--- src/shared/bmd_defs.svh ---
// Constants of the byte memory transfer engine.
`ifndef BMD_DEFS_SVH
`define BMD_DEFS_SVH
`define BMD_ADDR_CTRL 8'h00
`define BMD_ADDR_IADDR 8'h04
`define BMD_ADDR_EADDR 8'h08
`define BMD_ADDR_PAGE 8'h0C
`define BMD_ADDR_COUNT 8'h10
`define BMD_ADDR_STATUS 8'h14
`define BMD_CTRL_FMT 1:0
`define BMD_CTRL_DIR 2
`define BMD_CTRL_HOLD 3
`define BMD_CTRL_WAIT 6:4
`define BMD_STAT_BUSY 0
`define BMD_STAT_HALT 1
`define BMD_FMT_PM 2'h0
`define BMD_FMT_DM 2'h1
`define BMD_FMT_MSB 2'h2
`define BMD_FMT_LSB 2'h3
`define BMD_BYTES_PM 2'h3
`define BMD_BYTES_DM 2'h2
`define BMD_BYTES_8 2'h1
`define BMD_WAIT_RESET 3'h7
`define BMD_BOOT_COUNT 14'h0020
`define BMD_SETTLE_CYCLES 2'h2
`define BMD_INIT_CYCLES 2'h2
`endif

--- src/shared/bmd_pkg.sv ---
// Types of the byte memory transfer engine.
package bmd_pkg;
   typedef enum logic [3:0] {
      BMD_IDLE = 4'h0,
      BMD_INIT = 4'h1,
      BMD_FETCH = 4'h2,
      BMD_MEM_WAIT = 4'h3,
      BMD_TAKE = 4'h4,
      BMD_ARB = 4'h5,
      BMD_ACCESS = 4'h6,
      BMD_SETTLE = 4'h7,
      BMD_NEXT_BYTE = 4'h8,
      BMD_STORE = 4'h9,
      BMD_NEXT_WORD = 4'hA,
      BMD_DONE = 4'hB
   } bmd_fsm_type;

   typedef struct packed {
      bmd_fsm_type state;
      logic [1:0] fmt;
      logic dir;
      logic hold;
      logic [2:0] wait_n;
      logic [13:0] iaddr;
      logic [13:0] eaddr;
      logic [7:0] page;
      logic [13:0] count;
      logic [23:0] word;
      logic [1:0] bytes_left;
      logic [1:0] settle;
      logic [1:0] init;
      logic [31:0] prdata;
      logic [7:0] rx_s1;
      logic [7:0] rx_s2;
      logic boot_s1;
      logic boot_s2;
      logic mem_req;
      logic mem_write;
      logic mem_pm;
      logic [13:0] mem_addr;
      logic [23:0] mem_wdata;
      logic halt;
      logic irq;
      logic restart;
   } bmd_main_type;

   typedef struct packed {
      logic [2:0] cnt;
   } bmd_timer_type;
endpackage

--- src/design/bmd_wait_timer.sv ---
// Wait-state down counter that stretches each byte memory strobe.
`timescale 1ns/100ps
`default_nettype none
module bmd_wait_timer (
   input wire logic pclk,
   input wire logic presetn,
   input wire logic start,
   input wire logic [2:0] load,
   output logic expired
);
   import bmd_pkg::*;
   bmd_timer_type cur_ff;
   bmd_timer_type nxt_cur;

   // The counter loads at the grant edge and runs down once per cycle.
   always_comb begin
      nxt_cur = cur_ff;
      if (start) begin
         nxt_cur.cnt = load;
      end else if (cur_ff.cnt != 3'h0) begin
         nxt_cur.cnt = cur_ff.cnt - 3'h1;
      end
   end

   always_ff @(posedge pclk or negedge presetn) begin
      if (!presetn) begin
         cur_ff <= '0;
      end else begin
         cur_ff <= nxt_cur;
      end
   end

   assign expired = (cur_ff.cnt == 3'h0);
endmodule
`default_nettype wire

--- src/design/bmd_byte_memory_dma.sv ---
// Byte memory transfer engine with its APB register file.
//
// Overview of operation
// - Byte space is 256 pages of 16K bytes each.
// - Each byte travels on external data lines 15 down to 8.
// - Page goes on data lines 23:16, offset on address 13:0.
// - Every byte access is stretched by the programmed wait states.
// - Engine runs beside the core, one core cycle per word.
// - Format 00 program 24-bit, 01 data 16-bit, 10 upper byte, 11 lower.
// - Each word takes as many byte accesses as its size needs.
// - Eight-bit formats fill unused data word bits with zeros.
// - Internal start address gives the first on-chip location.
// - Byte start comes from the offset and start page registers.
// - Direction picks byte-to-chip or chip-to-byte movement.
// - Writing a nonzero word count starts accesses until count reaches zero.
// - Word count updates after every word to show progress.
// - Count at zero finishes the transfer and raises the done request.
// - Offset carries into page so transfers cross page boundaries.
// - On-chip end is always internal program or data memory.
// - A completed word moves to or from on-chip memory in one cycle.
// - Core external accesses win; the byte access waits.
// - Hold bit at 0 lets the core run during transfers.
// - Hold bit at 1 halts the core, then restarts it at 0.
// - Boot selection loads zero addresses, page, format and direction, count 32 and hold set; wait states stay 7.
`timescale 1ns/100ps
`default_nettype none
`include "bmd_defs.svh"
module bmd_byte_memory_dma (
   input wire logic pclk,
   input wire logic presetn,
   input wire logic [7:0] paddr,
   input wire logic psel,
   input wire logic penable,
   input wire logic pwrite,
   input wire logic [31:0] pwdata,
   output logic [31:0] prdata,
   output logic pready,
   output logic pslverr,
   input wire logic boot_select,
   input wire logic core_ext_request,
   output logic core_hold,
   output logic core_restart,
   output logic done_irq,
   output logic [13:0] ext_addr,
   output logic [7:0] ext_page_out,
   output logic ext_bus_oe,
   input wire logic [7:0] ext_byte_in,
   output logic [7:0] ext_byte_out,
   output logic ext_byte_oe,
   output logic byte_select_n,
   output logic rd_n,
   output logic wr_n,
   output logic mem_req,
   output logic mem_write,
   output logic mem_program,
   output logic [13:0] mem_addr,
   output logic [23:0] mem_wdata,
   input wire logic [23:0] mem_rdata
);
   import bmd_pkg::*;
   bmd_main_type cur_ff;
   bmd_main_type nxt_cur;
   logic timer_start;
   logic timer_expired;
   logic busy;
   logic strobe;
   logic apb_write;
   logic apb_unmapped;
   logic apb_refused;
   logic [31:0] read_mux;

   function automatic logic [1:0] bmd_bytes(input logic [1:0] fmt);
      case (fmt)
         `BMD_FMT_PM: bmd_bytes = `BMD_BYTES_PM;
         `BMD_FMT_DM: bmd_bytes = `BMD_BYTES_DM;
         default: bmd_bytes = `BMD_BYTES_8;
      endcase
   endfunction

   bmd_wait_timer u_wait (
      .pclk(pclk),
      .presetn(presetn),
      .start(timer_start),
      .load(cur_ff.wait_n),
      .expired(timer_expired)
   );

   assign busy = (cur_ff.state != BMD_IDLE);
   assign strobe = (cur_ff.state == BMD_ACCESS) || (cur_ff.state == BMD_SETTLE);
   assign timer_start = (cur_ff.state == BMD_ARB) && !core_ext_request;
   assign apb_write = psel && penable && pwrite;
   assign apb_unmapped = (paddr != `BMD_ADDR_CTRL) && (paddr != `BMD_ADDR_IADDR) &&
      (paddr != `BMD_ADDR_EADDR) && (paddr != `BMD_ADDR_PAGE) &&
      (paddr != `BMD_ADDR_COUNT) && (paddr != `BMD_ADDR_STATUS);
   assign apb_refused = pwrite && (busy || (paddr == `BMD_ADDR_STATUS));

   // Register read multiplexer; the word count shows live progress.
   always_comb begin
      read_mux = 32'h0000_0000;
      case (paddr)
         `BMD_ADDR_CTRL: begin
            read_mux[`BMD_CTRL_FMT] = cur_ff.fmt;
            read_mux[`BMD_CTRL_DIR] = cur_ff.dir;
            read_mux[`BMD_CTRL_HOLD] = cur_ff.hold;
            read_mux[`BMD_CTRL_WAIT] = cur_ff.wait_n;
         end
         `BMD_ADDR_IADDR: read_mux[13:0] = cur_ff.iaddr;
         `BMD_ADDR_EADDR: read_mux[13:0] = cur_ff.eaddr;
         `BMD_ADDR_PAGE: read_mux[7:0] = cur_ff.page;
         `BMD_ADDR_COUNT: read_mux[13:0] = cur_ff.count;
         `BMD_ADDR_STATUS: begin
            read_mux[`BMD_STAT_BUSY] = busy;
            read_mux[`BMD_STAT_HALT] = cur_ff.halt;
         end
         default: read_mux = 32'h0000_0000;
      endcase
   end

   always_comb begin
      nxt_cur = cur_ff;
      nxt_cur.rx_s1 = ext_byte_in;
      nxt_cur.rx_s2 = cur_ff.rx_s1;
      nxt_cur.boot_s1 = boot_select;
      nxt_cur.boot_s2 = cur_ff.boot_s1;
      nxt_cur.mem_req = 1'b0;
      nxt_cur.irq = 1'b0;
      nxt_cur.restart = 1'b0;
      if (psel && !penable) begin
         nxt_cur.prdata = read_mux;
      end
      case (cur_ff.state)
         BMD_INIT: begin
            if (cur_ff.init == `BMD_INIT_CYCLES) begin
               if (cur_ff.boot_s2) begin
                  nxt_cur.dir = 1'b0;
                  nxt_cur.page = '0;
                  nxt_cur.iaddr = '0;
                  nxt_cur.eaddr = '0;
                  nxt_cur.fmt = `BMD_FMT_PM;
                  nxt_cur.count = `BMD_BOOT_COUNT;
                  nxt_cur.hold = 1'b1;
                  nxt_cur.halt = 1'b1;
                  nxt_cur.bytes_left = `BMD_BYTES_PM;
                  nxt_cur.state = BMD_ARB;
               end else begin
                  nxt_cur.state = BMD_IDLE;
               end
            end else begin
               nxt_cur.init = cur_ff.init + 2'h1;
            end
         end
         BMD_IDLE: begin
            if (apb_write && !apb_refused) begin
               case (paddr)
                  `BMD_ADDR_CTRL: begin
                     nxt_cur.fmt = pwdata[`BMD_CTRL_FMT];
                     nxt_cur.dir = pwdata[`BMD_CTRL_DIR];
                     nxt_cur.hold = pwdata[`BMD_CTRL_HOLD];
                     nxt_cur.wait_n = pwdata[`BMD_CTRL_WAIT];
                  end
                  `BMD_ADDR_IADDR: nxt_cur.iaddr = pwdata[13:0];
                  `BMD_ADDR_EADDR: nxt_cur.eaddr = pwdata[13:0];
                  `BMD_ADDR_PAGE: nxt_cur.page = pwdata[7:0];
                  `BMD_ADDR_COUNT: begin
                     nxt_cur.count = pwdata[13:0];
                     if (pwdata[13:0] != 14'h0000) begin
                        nxt_cur.halt = cur_ff.hold;
                        nxt_cur.bytes_left = bmd_bytes(cur_ff.fmt);
                        nxt_cur.state = cur_ff.dir ? BMD_FETCH : BMD_ARB;
                     end
                  end
                  default: nxt_cur.state = BMD_IDLE;
               endcase
            end
         end
         BMD_FETCH: begin
            nxt_cur.mem_req = 1'b1;
            nxt_cur.mem_write = 1'b0;
            nxt_cur.mem_pm = (cur_ff.fmt == `BMD_FMT_PM);
            nxt_cur.mem_addr = cur_ff.iaddr;
            nxt_cur.state = BMD_MEM_WAIT;
         end
         BMD_MEM_WAIT: nxt_cur.state = BMD_TAKE;
         BMD_TAKE: begin
            case (cur_ff.fmt)
               `BMD_FMT_PM: nxt_cur.word = mem_rdata;
               `BMD_FMT_DM: nxt_cur.word = {mem_rdata[15:0], 8'h00};
               `BMD_FMT_MSB: nxt_cur.word = {mem_rdata[15:8], 16'h0000};
               default: nxt_cur.word = {mem_rdata[7:0], 16'h0000};
            endcase
            nxt_cur.bytes_left = bmd_bytes(cur_ff.fmt);
            nxt_cur.state = BMD_ARB;
         end
         BMD_ARB: begin
            if (!core_ext_request) begin
               nxt_cur.state = BMD_ACCESS;
            end
         end
         BMD_ACCESS: begin
            if (timer_expired) begin
               nxt_cur.settle = 2'h1;
               nxt_cur.state = BMD_SETTLE;
            end
         end
         BMD_SETTLE: begin
            if (cur_ff.settle == `BMD_SETTLE_CYCLES) begin
               if (!cur_ff.dir) begin
                  nxt_cur.word = {cur_ff.word[15:0], cur_ff.rx_s2};
               end
               nxt_cur.state = BMD_NEXT_BYTE;
            end else begin
               nxt_cur.settle = cur_ff.settle + 2'h1;
            end
         end
         BMD_NEXT_BYTE: begin
            {nxt_cur.page, nxt_cur.eaddr} = {cur_ff.page, cur_ff.eaddr} + 22'h000001;
            nxt_cur.bytes_left = cur_ff.bytes_left - 2'h1;
            if (cur_ff.dir) begin
               nxt_cur.word = {cur_ff.word[15:0], 8'h00};
            end
            if (cur_ff.bytes_left == `BMD_BYTES_8) begin
               nxt_cur.state = cur_ff.dir ? BMD_NEXT_WORD : BMD_STORE;
            end else begin
               nxt_cur.state = BMD_ARB;
            end
         end
         BMD_STORE: begin
            nxt_cur.mem_req = 1'b1;
            nxt_cur.mem_write = 1'b1;
            nxt_cur.mem_pm = (cur_ff.fmt == `BMD_FMT_PM);
            nxt_cur.mem_addr = cur_ff.iaddr;
            case (cur_ff.fmt)
               `BMD_FMT_PM: nxt_cur.mem_wdata = cur_ff.word;
               `BMD_FMT_DM: nxt_cur.mem_wdata = {8'h00, cur_ff.word[15:0]};
               `BMD_FMT_MSB: nxt_cur.mem_wdata = {8'h00, cur_ff.word[7:0], 8'h00};
               default: nxt_cur.mem_wdata = {16'h0000, cur_ff.word[7:0]};
            endcase
            nxt_cur.state = BMD_NEXT_WORD;
         end
         BMD_NEXT_WORD: begin
            nxt_cur.iaddr = cur_ff.iaddr + 14'h0001;
            nxt_cur.count = cur_ff.count - 14'h0001;
            nxt_cur.bytes_left = bmd_bytes(cur_ff.fmt);
            if (cur_ff.count == 14'h0001) begin
               nxt_cur.state = BMD_DONE;
            end else begin
               nxt_cur.state = cur_ff.dir ? BMD_FETCH : BMD_ARB;
            end
         end
         BMD_DONE: begin
            nxt_cur.irq = 1'b1;
            nxt_cur.restart = cur_ff.halt;
            nxt_cur.halt = 1'b0;
            nxt_cur.state = BMD_IDLE;
         end
         default: nxt_cur.state = BMD_IDLE;
      endcase
   end

   always_ff @(posedge pclk or negedge presetn) begin
      if (!presetn) begin
         cur_ff <= '0;
         cur_ff.state <= BMD_INIT;
         cur_ff.wait_n <= `BMD_WAIT_RESET;
      end else begin
         cur_ff <= nxt_cur;
      end
   end

   assign prdata = cur_ff.prdata;
   assign pready = 1'b1;
   assign pslverr = psel && penable && (apb_unmapped || apb_refused);
   assign core_hold = cur_ff.halt;
   assign core_restart = cur_ff.restart;
   assign done_irq = cur_ff.irq;
   assign ext_addr = cur_ff.eaddr;
   assign ext_page_out = cur_ff.page;
   assign ext_bus_oe = strobe;
   assign ext_byte_out = cur_ff.word[23:16];
   assign ext_byte_oe = strobe && cur_ff.dir;
   assign byte_select_n = !strobe;
   assign rd_n = !(strobe && !cur_ff.dir);
   assign wr_n = !(strobe && cur_ff.dir);
   assign mem_req = cur_ff.mem_req;
   assign mem_write = cur_ff.mem_write;
   assign mem_program = cur_ff.mem_pm;
   assign mem_addr = cur_ff.mem_addr;
   assign mem_wdata = cur_ff.mem_wdata;

   // Helper counter of strobe length for the checks below.
   logic [3:0] strobe_len_ff;
   always_ff @(posedge pclk or negedge presetn) begin
      if (!presetn) begin
         strobe_len_ff <= 4'h0;
      end else if (strobe) begin
         strobe_len_ff <= strobe_len_ff + 4'h1;
      end else begin
         strobe_len_ff <= 4'h0;
      end
   end
endmodule
`default_nettype wire

--- config.mk ---
export PLATFORM = sky130hd
export DESIGN_NAME = bmd_byte_memory_dma
export DESIGN_NICKNAME = d
export VERILOG_FILES = /design/src/shared/bmd_pkg.sv /design/src/design/bmd_wait_timer.sv /design/src/design/bmd_byte_memory_dma.sv
export VERILOG_INCLUDE_DIRS = /design/src /design/src/shared
export SDC_FILE = /design/constraint.sdc
export NUM_CORES = 1
export LEC_CHECK = 0
export ABC_AREA = 1
export BUFFER_PORTS_ARGS = -buffer_cell sky130_fd_sc_hd__buf_4
export CORE_ASPECT_RATIO = 0.6
export CORE_MARGIN = 8
export CORE_UTILIZATION = 50
export DETAILED_ROUTE_END_ITERATION = 10
export PLACE_DENSITY = 0.73
export SETUP_SLACK_MARGIN = 0.02
export SLEW_MARGIN = 30
export SYNTH_ARGS = -nofsm -noshare
export SYNTH_HDL_FRONTEND = slang
export SYNTH_HIERARCHICAL = 1
export SYNTH_SLANG_ARGS = --single-unit
--- constraint.sdc ---
create_clock -name pclk -period 4.55 [get_ports pclk]
set_input_delay 1.365 -clock pclk [delete_from_list [all_inputs] [get_ports pclk]]
set_output_delay 1.365 -clock pclk [all_outputs]
set_load 0.01 [all_outputs]
==> results of run 1 <==
[state kept, by name (all words and copies together) (netlist names), 3 cells and up]
name           count
ext_addr          14
u_wait/cur_ff      3
mem_addr          14
cur_ff            79
ext_page_out       8
prdata            14
ext_byte_out       8
mem_wdata         24
[routing by layer]
layer | vias to the layer above | GRT usage [%]
met5 | - | 0
met4 | 0 | 5.650
met3 | 36 | 8.910
met2 | 514 | 33.06
met1 | 4644 | 38.69
li1 | 4706 | -
[stage by stage]
stage / cells / total power, µW
after floorplan: 1506 / 3733
final: 1847 / 5825
after detailed placement: 1815 / 4316
after global placement: 1815 / 4267
after global routing: 1847 / 6193
after CTS: 1847 / 5821
[final cells by class]
cell class | instances | share of cell area, %
clock buffers | 18 | 3.742
clock inverters | 14 | 1.354
inverters | 152 | 4.861
multi-input cells | 1048 | 40.02
flip-flops and latches | 170 | 36.29
well taps | 279 | 2.974
repair buffers | 166 | 10.76
[how the worst max path moves through the flow]
stage / from / endpoint / cells after the start
after floorplan: paddr[7] / pslverr / 6
after global placement: paddr[7] / pslverr / 9
after detailed placement: paddr[7] / pslverr / 9
after CTS: paddr[7] / pslverr / 9
after global routing: paddr[7] / pslverr / 9
final: paddr[7] / pslverr / 9
[cell families (layout without fill, tap and decap cells)]
family / count (synthesis) / in the layout / share of synthesized area [%]
flip-flops: 170 / 170 / 40.87
buffers and inverters: 288 / 350 / 14.66
adder cells (fa/ha/maj): 9 / 9 / 1.081
other: 2 / 19 / 0.07207
AND/OR/NAND/NOR: 780 / 780 / 30.04
multiplexers: 4 / 4 / 0.4322
AO/OA/AOI/OAI: 231 / 231 / 12.42
XOR/XNOR: 5 / 5 / 0.4203
[power by group]
part	internal (µW)	total (µW)	switching, µW
Combinational	788	1960	1170
Clock	835	1490	654
Sequential	1930	2370	441
[worst reg2reg max path, stage by stage (launching register included)]
cell and delay, ps:
dfstp_2 570, nand2_1 150, nor2_2 590, nor2_2 90, buf_4 250, inv_1 100, o21ai_2 130, inv_2 690
nand2_1 190, o21ai_2 100
[cell usage in the layout (no fill, tap or decap), types with 6 or more instances in the layout]
cell	n
buf_4	164
o21ai_2	21
nor3_1	10
nand3_1	72
ha_1	9
dfrtp_1	166
conb_1	19
clkbuf_16	17
nor2_1	146
inv_1	146
nand2_1	521
nand4_1	6
a21oi_1	44
o22ai_1	19
o21ai_0	129
nor2_2	13
==> run metrics, run 1 <==
Final Wtd Congestion=0.9855; Num CTS Buffers=17; setup slack, reg-to-reg=1630 ps; Req. time, crit path=3180 ps; register area=4259 µm²; slowest CP cell=buf_4; Max Clk Rate=0.2567 GHz; status=complete, no violations; setup TNS=0 ps; DP HPWL=25020 µm; IO buf count=154; CP cell instances=buf_4, nor2_1, nand2_1, nor2_2, buf_4, nor2_1, nand2_1, o21ai_0, buf_4; Post-CTS Setup Inserts=0; CTS tree=yes; WP buf/inv=3; clk slew on worst S/H paths=60 ps; most frequent cell after synthesis=nand2_1; Root Driver=clkbuf_16; Top Layer Used=met4; met2 wire len=12820 µm; Pre-antenna DRT Iters=6; Synth area leader=dfrtp_1; final setup violating endpoints=0; list of most frequent post-synthesis cells=521 x nand2_1, 166 x dfrtp_1, 146 x inv_1, 146 x nor2_1, 129 x o21ai_0; Post-DRT Antenna Nets=0; final clock skew=12.33 ps; hold depth=0; Area contributors post-synth=dfrtp_1 40%, nand2_1 19%, buf_4 7.5%; Reg2Reg Depth=9; post-synth design cell area=10420 µm²; Vias/cell=5.360; max-cap violation count=0; Yosys top cell area share=39.87%; Final Cycle Share=85.62%; global-route wire length before repair=51490 µm; slowest cell delay on critical path=200 ps; reg2reg end=cur_ff[103]$_DFFE_PN0P_; hold_buf cts=0; Resized cells post-CTS=0; Initial Utilization=50.28%; final setup margin=654.1 ps; layout cells sized above 1=16.26%; minimum clock period=3896 ps; total congestion overflow=0; Hold Vio Cnt, Final=0; hold slack=349.2 ps; Gate Count Post-Synth=1489; Synth async-reset ratio=100.0%; min-delay src=cur_ff[60]$_DFF_PN0_; die area=25870 µm²; nets@finish=1643; R2R Path Start=cur_ff[181]$_DFFE_PN1P_; Slew Viols, Final=0; Tot GR Track Use=25.32%; crit path max fanout=10; Post-synth EDFFs=0; area grow syn2layout=12.63%; VDD IR max=317.7 µV; antenna cells=0; Lkg Pwr=0.006105 µW; RSZ-0062 raised after global routing=false; initial DRC count=1100; Worst setup EP type=output pin; Top cell by count, worst path=buf_4; pin count of the biggest net entering global routing=86; clock tree sinks=170; WL/cell=17.92 µm; Most used DFF post-synth=dfrtp_1; htree depth=4; worst-margin pin slew=930.5 ps; Pwr per Cell Area=496.3 nW/µm²; floorplan row count=41; DRC=0; Slew headroom=37.90%; Die W=202.4 µm; clock latency at the later pin of the worst-skew pair=440 ps; final WL=33110 µm; WL met3=4223 µm; #FFs+latches synth=170; Placed Area=11140 µm²; pre-CTS WS=689.8 ps; via count=9900; Worst Hold Class=reg -> reg; Post-Syn Area per Cell=6.998 µm²; initial antenna violation count=0; Unique masters post-synth=37; Die Y=127.8 µm; Ys Warns=6; multi-input logic area=4697 µm²; final instance area=11740 µm²; CP top delay family=simple AND/OR/NAND/NOR gates; register area share after synthesis=40.87%; CP arrival=2530 ps; critical path class=in -> out; Fillers=2018; Worst setup SP type=input pin; IO Count=192; Core Util, Final=56.63%; Hold EP=cur_ff[52]$_DFF_PN0_; core area=20720 µm²; M1 WL=15580 µm; number of global-route vias before repair=9171; largest buffer count on any clock path=2
Power figures use the tool's default switching activity.
==> run 2, diff against run 1 <==
- CORE_UTILIZATION: 50 -> 30
- PLACE_DENSITY: 0.73 -> not set
==> run 2 against run 1 <==
Sequential share of layout area down 0.78 points. Critical path type unchanged. Critical endpoint unchanged. Clock power about the same. Sequential cell count unchanged. Largest power group unchanged. Utilization is 22 points lower. Combinational power is essentially flat. Register-to-register slack gained 90 ps. Highest routed layer is now met5. Sequential power is essentially flat.
==> run metrics, run 2 (same netlist as run 1, synthesis figures left out) <==
initial antenna violation count=3 (+3); crit path max fanout=10 (unchanged); number of global-route vias before repair=9052 (-1.3%); global-route wire length before repair=54790 µm (+6.4%); register area=4259 µm² (unchanged); htree depth=4 (unchanged); hold depth=0 (unchanged); Worst setup EP type=output pin; reg2reg end=cur_ff[125]$_DFFE_PN0P_; Post-CTS Setup Inserts=0 (unchanged); most frequent cells in the layout=521 x nand2_1, 166 x dfrtp_1, 164 x buf_4; pin count of the biggest net entering global routing=80 (-7.0%); Lkg Pwr=0.006114 µW (+0.16%); Final Wtd Congestion=0.9398 (-4.6%); nets@finish=1644 (+0.061%); largest reg by FF count=cur_ff; Hold Vio Cnt, Final=0 (unchanged); CTS tree=yes; CP arrival=2590 ps (+60 ps); critical path class=in -> out; max-cap violation count=0 (unchanged); final setup violating endpoints=0 (unchanged); Die Y=160.4 µm (+25%); Hold EP=cur_ff[52]$_DFF_PN0_; clock tree sinks=170 (unchanged); layout cells sized above 1=16.25% (about the same); clk slew on worst S/H paths=70 ps (about the same); minimum clock period=3953 ps (+57.43 ps); Fillers=3782 (+87%); Reg2Reg Depth=9 (unchanged); Pre-antenna DRT Iters=5 (-1); DRC=0 (unchanged); RSZ-0062 raised after global routing=false; Req. time, crit path=3180 ps (about the same); via count=9734 (-1.7%); floorplan row count=53 (+29%); commonest non-fill, non-tap cell in the layout=nand2_1; initial DRC count=1021 (-7.2%); Resized cells post-CTS=0 (unchanged); final WL=35930 µm (+8.5%); R2R Path Start=cur_ff[183]$_DFFE_PN0P_; Pwr per Cell Area=488.4 nW/µm² (-1.6%); Overall Power=5858 µW (+0.56%); total congestion overflow=0 (unchanged); Worst setup SP type=input pin; final clock skew=14.40 ps (+2.065 ps); Initial Utilization=30.10% (-20 points); core area=34620 µm² (+67%); die area=41150 µm² (+59%); Final Cycle Share=86.89% (+1.3 points); min-delay src=cur_ff[60]$_DFF_PN0_; setup slack, reg-to-reg=1720 ps (+90 ps); Die W=256.6 µm (+27%); worst-margin pin slew=948.8 ps (+18.25 ps); number of flip-flops under the largest register name=79 (unchanged); Max Clk Rate=0.2530 GHz (-1.5%); DP HPWL=27470 µm (+9.8%); Root Driver=clkbuf_16; Post-DRT Antenna Nets=0 (unchanged); Vias/cell=4.776 (-11%); WL/cell=17.63 µm (-1.6%); VDD IR max=287.3 µV (-9.6%); IO Count=192 (unchanged); area grow syn2layout=15.11%; multi-input logic area=4697 µm² (unchanged); clock latency at the later pin of the worst-skew pair=440 ps (about the same); hold_buf cts=0 (unchanged); setup TNS=0 ps (unchanged); Num CTS Buffers=17 (unchanged); largest buffer count on any clock path=2 (unchanged); Slew Viols, Final=0 (unchanged); Worst Hold Class=reg -> reg; IO buf count=154 (unchanged); status=complete, no violations; Tot GR Track Use=17.19% (-8.1 points); Slew headroom=36.68% (-1.2 points)
run 2: worst max-delay path: stages:
cell,delay (ps)
buf_4,110
nor2_1,140
nand2_1,200
nor2_4,360
nor2_1,70
nand2_1,90
o21ai_0,100
buf_4,150
run 2: through the flow:
stage	hold slack (ps)	instance area (µm²)	instances	utilization (%)	worst slack, ps
6_report	346.4	11990	2038	34.65	596.7
5_1_grt	354.8	11990	2038	34.65	542.1
4_1_cts	348.3	11990	2036	34.63	641.8
3_5_place_dp	334.7	11390	2004	32.91	645.4
3_3_place_gp	335.0	11390	2004	32.91	686.7
2_1_floorplan	331.2	10480	1506	-	935.4
run 2: power breakdown:
| part | switching, µW | leakage, µW | internal [µW] | total, µW |
|---|---|---|---|---|
| sequential | 453 | 0.00221 | 1930 | 2390 |
| combinational | 1160 | 0.00361 | 790 | 1950 |
| clock | 683 | 0.000293 | 841 | 1520 |
run 2: worst max path at each step:
stage | to | start | depth (start not counted)
floorplan | pslverr | paddr[7] | 6
detailed placement | pslverr | paddr[7] | 8
global placement | pslverr | paddr[7] | 8
finish | pslverr | paddr[7] | 8
global route | pslverr | paddr[7] | 8
CTS | pslverr | paddr[7] | 8
run 2: final cells by class:
type,instances,share of cell area (%)
Multi-Input combinational cell,1048,39.16
Sequential cell,170,35.51
Timing Repair Buffer,167,10.69
Tap cell,467,4.872
Inverter,152,4.757
Clock buffer,19,3.693
Clock inverter,13,1.273
Antenna cell,2,0.04173
run 2: routing by layer:
layer / global-route usage (%) / vias to the layer above / share of wire (%)
li1: - / 4711 / -
met3: 5.077 / 44 / 8.8
met4: 4.768 / 2 / 1.8
met5: 0 / - / 0.025
met2: 24.04 / 374 / 42
met1: 25.22 / 4603 / 48
==> run 3, diff against run 2 <==
- clock period: 4.55 -> 3.8 ns (I/O delays scaled with it)
==> run 3 against run 2 <==
Non-clock buffer count rose by 6. Hold slack got worse by 3.6 ps. Utilization rose by 0.13 points. Routed wire length fell by 0.12%. Count of clock-buffer cells in the layout fell by 1. Combinational power rose by 20%. Setup slack got worse by 130 ps. Critical endpoint unchanged. Largest cell class unchanged.
==> run metrics, run 3 (same netlist as run 1, synthesis figures left out) <==
hold_buf cts=0 (unchanged); CP top delay family=simple AND/OR/NAND/NOR gates; number of flip-flops under the largest register name=79 (unchanged); Worst setup SP type=input pin; initial antenna violation count=3 (unchanged); register area=4259 µm² (unchanged); Core Util, Final=34.78% (+0.13 points); reg2reg end=cur_ff[104]$_DFFE_PN0P_; Die Y=160.4 µm (unchanged); Worst Hold Class=reg -> reg; Post-CTS Setup Inserts=0 (unchanged); Max Clk Rate=0.2999 GHz; layout cells sized above 1=16.63% (+0.38 points); final WL=35890 µm (-0.12%); Root Driver=clkbuf_16; Worst setup EP type=output pin; IO buf count=154 (unchanged); end of the critical path=pslverr; final instance area=12040 µm² (+0.39%); antenna cells=0 (-2); Pre-antenna DRT Iters=5 (unchanged); Final Wtd Congestion=0.9446 (+0.51%); hold slack=342.8 ps (-3.610 ps); R2R Path Start=cur_ff[181]$_DFFE_PN1P_; critical path class=in -> out; Fillers=3716 (-1.7%); VDD IR max=300.7 µV (+4.7%); Top cell by count, worst path=nand2_1; IO Count=192 (unchanged); multi-input logic area=4697 µm² (unchanged); clock latency at the later pin of the worst-skew pair=450 ps (about the same); Lkg Pwr=0.006145 µW (+0.50%); total congestion overflow=0 (unchanged); Placed Area=11440 µm² (+0.40%); Slew Viols, Final=0 (unchanged); area grow syn2layout=15.55%; most frequent cells in the layout=521 x nand2_1, 170 x buf_4, 166 x dfrtp_1; status=complete, no violations; CP arrival=2190 ps (-400 ps); Resized cells post-CTS=0 (unchanged); setup slack, reg-to-reg=1040 ps (-680 ps); Final Cycle Share=87.75%; crit path max fanout=5 (-5); Req. time, crit path=2660 ps (-520 ps); Crit path depth=9 (+1); initial DRC count=1032 (+1.1%); crit path launch=paddr[5]; Vias/cell=4.831 (+1.1%); core area=34620 µm² (unchanged); Pwr per Cell Area=582.1 nW/µm² (+19%); RSZ-0062 raised after global routing=false; Reg2Reg Depth=9 (unchanged); WL/cell=17.58 µm (-0.32%); largest buffer count on any clock path=2 (unchanged); pin count of the biggest net entering global routing=63 (-21%); clk slew on worst S/H paths=70 ps (about the same); die area=41150 µm² (unchanged); minimum clock period=3335 ps; DP HPWL=27560 µm (+0.32%); htree depth=4 (unchanged); CTS tree=yes; via count=9865 (+1.3%); floorplan row count=53 (unchanged); WP buf/inv=3 (+1); commonest non-fill, non-tap cell in the layout=nand2_1; max-cap violation count=0 (unchanged); DRC=0 (unchanged); final clock skew=10.60 ps (-3.794 ps); Post-DRT Antenna Nets=0 (unchanged); number of global-route vias before repair=9185 (+1.5%); largest reg by FF count=cur_ff; nets@finish=1650 (+0.36%); clock tree sinks=170 (unchanged); Die W=256.6 µm (unchanged); Tot GR Track Use=17.18% (about the same); global-route wire length before repair=55110 µm (+0.58%); Num CTS Buffers=17 (unchanged); setup TNS=0 ps (unchanged); Slew headroom=36.78% (+0.10 points); final setup violating endpoints=0 (unchanged); worst-margin pin slew=947.3 ps (-1.496 ps); Overall Power=7008 µW (+20%); slowest cell delay on critical path=220 ps (-140 ps); CP cell instances=buf_4, inv_1, nand2_1, nor2_1, nand2_1, nand2_1, nand2_1, o21ai_0, buf_4; Hold Vio Cnt, Final=0 (unchanged); slowest CP cell=nand2_1; Initial Utilization=30.10% (unchanged)
run 3: cell types whose count changed in the layout (fill, tap and decap cells not counted):
cell      change
inv_6         -2
inv_8         -1
clkbuf_1      -1
diode_2       -2
clkinv_2      -1
buf_4         +6
clkinv_4      +5
run 3: per-stage QoR:
stage | cells | worst slack [ps]
after CTS | 2042 | 473.5
final | 2042 | 465.4
after detailed placement | 2010 | 476.1
after global routing | 2042 | 389.7
after floorplan | 1506 | 635.4
after global placement | 2010 | 485.2
run 3: worst register-to-register path, stage by stage (launching register included):
cell and delay, ps:
dfstp_2 580, nand2_1 140, nor2_2 460, nor2_2 80
buf_4 240, inv_1 100, o21ai_2 110, inv_2 680
nand2_1 200, o21ai_2 100
run 3: final cells by class:
cell class              instances  share of cell area, %
inverters                     152                  4.739
repair buffers                173                  11.03
flip-flops and latches        170                  35.37
clock inverters                14                  1.351
clock buffers                  18                  3.648
well taps                     467                  4.853
multi-input cells            1048                  39.01
run 3: per-layer routing:
metal	vias to the layer above	part of all wire [%]	track usage, %
li1	4736	-	-
met1	4688	47	25.25
met4	2	1.6	3.820
met3	51	9.4	4.795
met5	-	0.036	0
met2	388	42	24.65
run 3: report_power, final:
part | switching [µW] | total [µW] | leakage [µW] | internal [µW]
combinational | 1390 | 2340 | 0.00364 | 949
sequential | 545 | 2860 | 0.00221 | 2310
clock | 806 | 1810 | 0.000294 | 1000
run 3: worst min path at each step:
stage	from	end	slack (ps)	cells past startpoint
3_5_place_dp	cur_ff[58]$_DFF_PN0_	cur_ff[50]$_DFF_PN0_	330	0
6_report	cur_ff[61]$_DFF_PN0_	cur_ff[53]$_DFF_PN0_	340	0
4_1_cts	cur_ff[61]$_DFF_PN0_	cur_ff[53]$_DFF_PN0_	350	0
3_3_place_gp	cur_ff[57]$_DFF_PN0_	cur_ff[49]$_DFF_PN0_	340	0
2_1_floorplan	cur_ff[45]$_DFF_PN0_	cur_ff[44]$_DFF_PN0_	330	0
5_1_grt	cur_ff[58]$_DFF_PN0_	cur_ff[50]$_DFF_PN0_	360	0
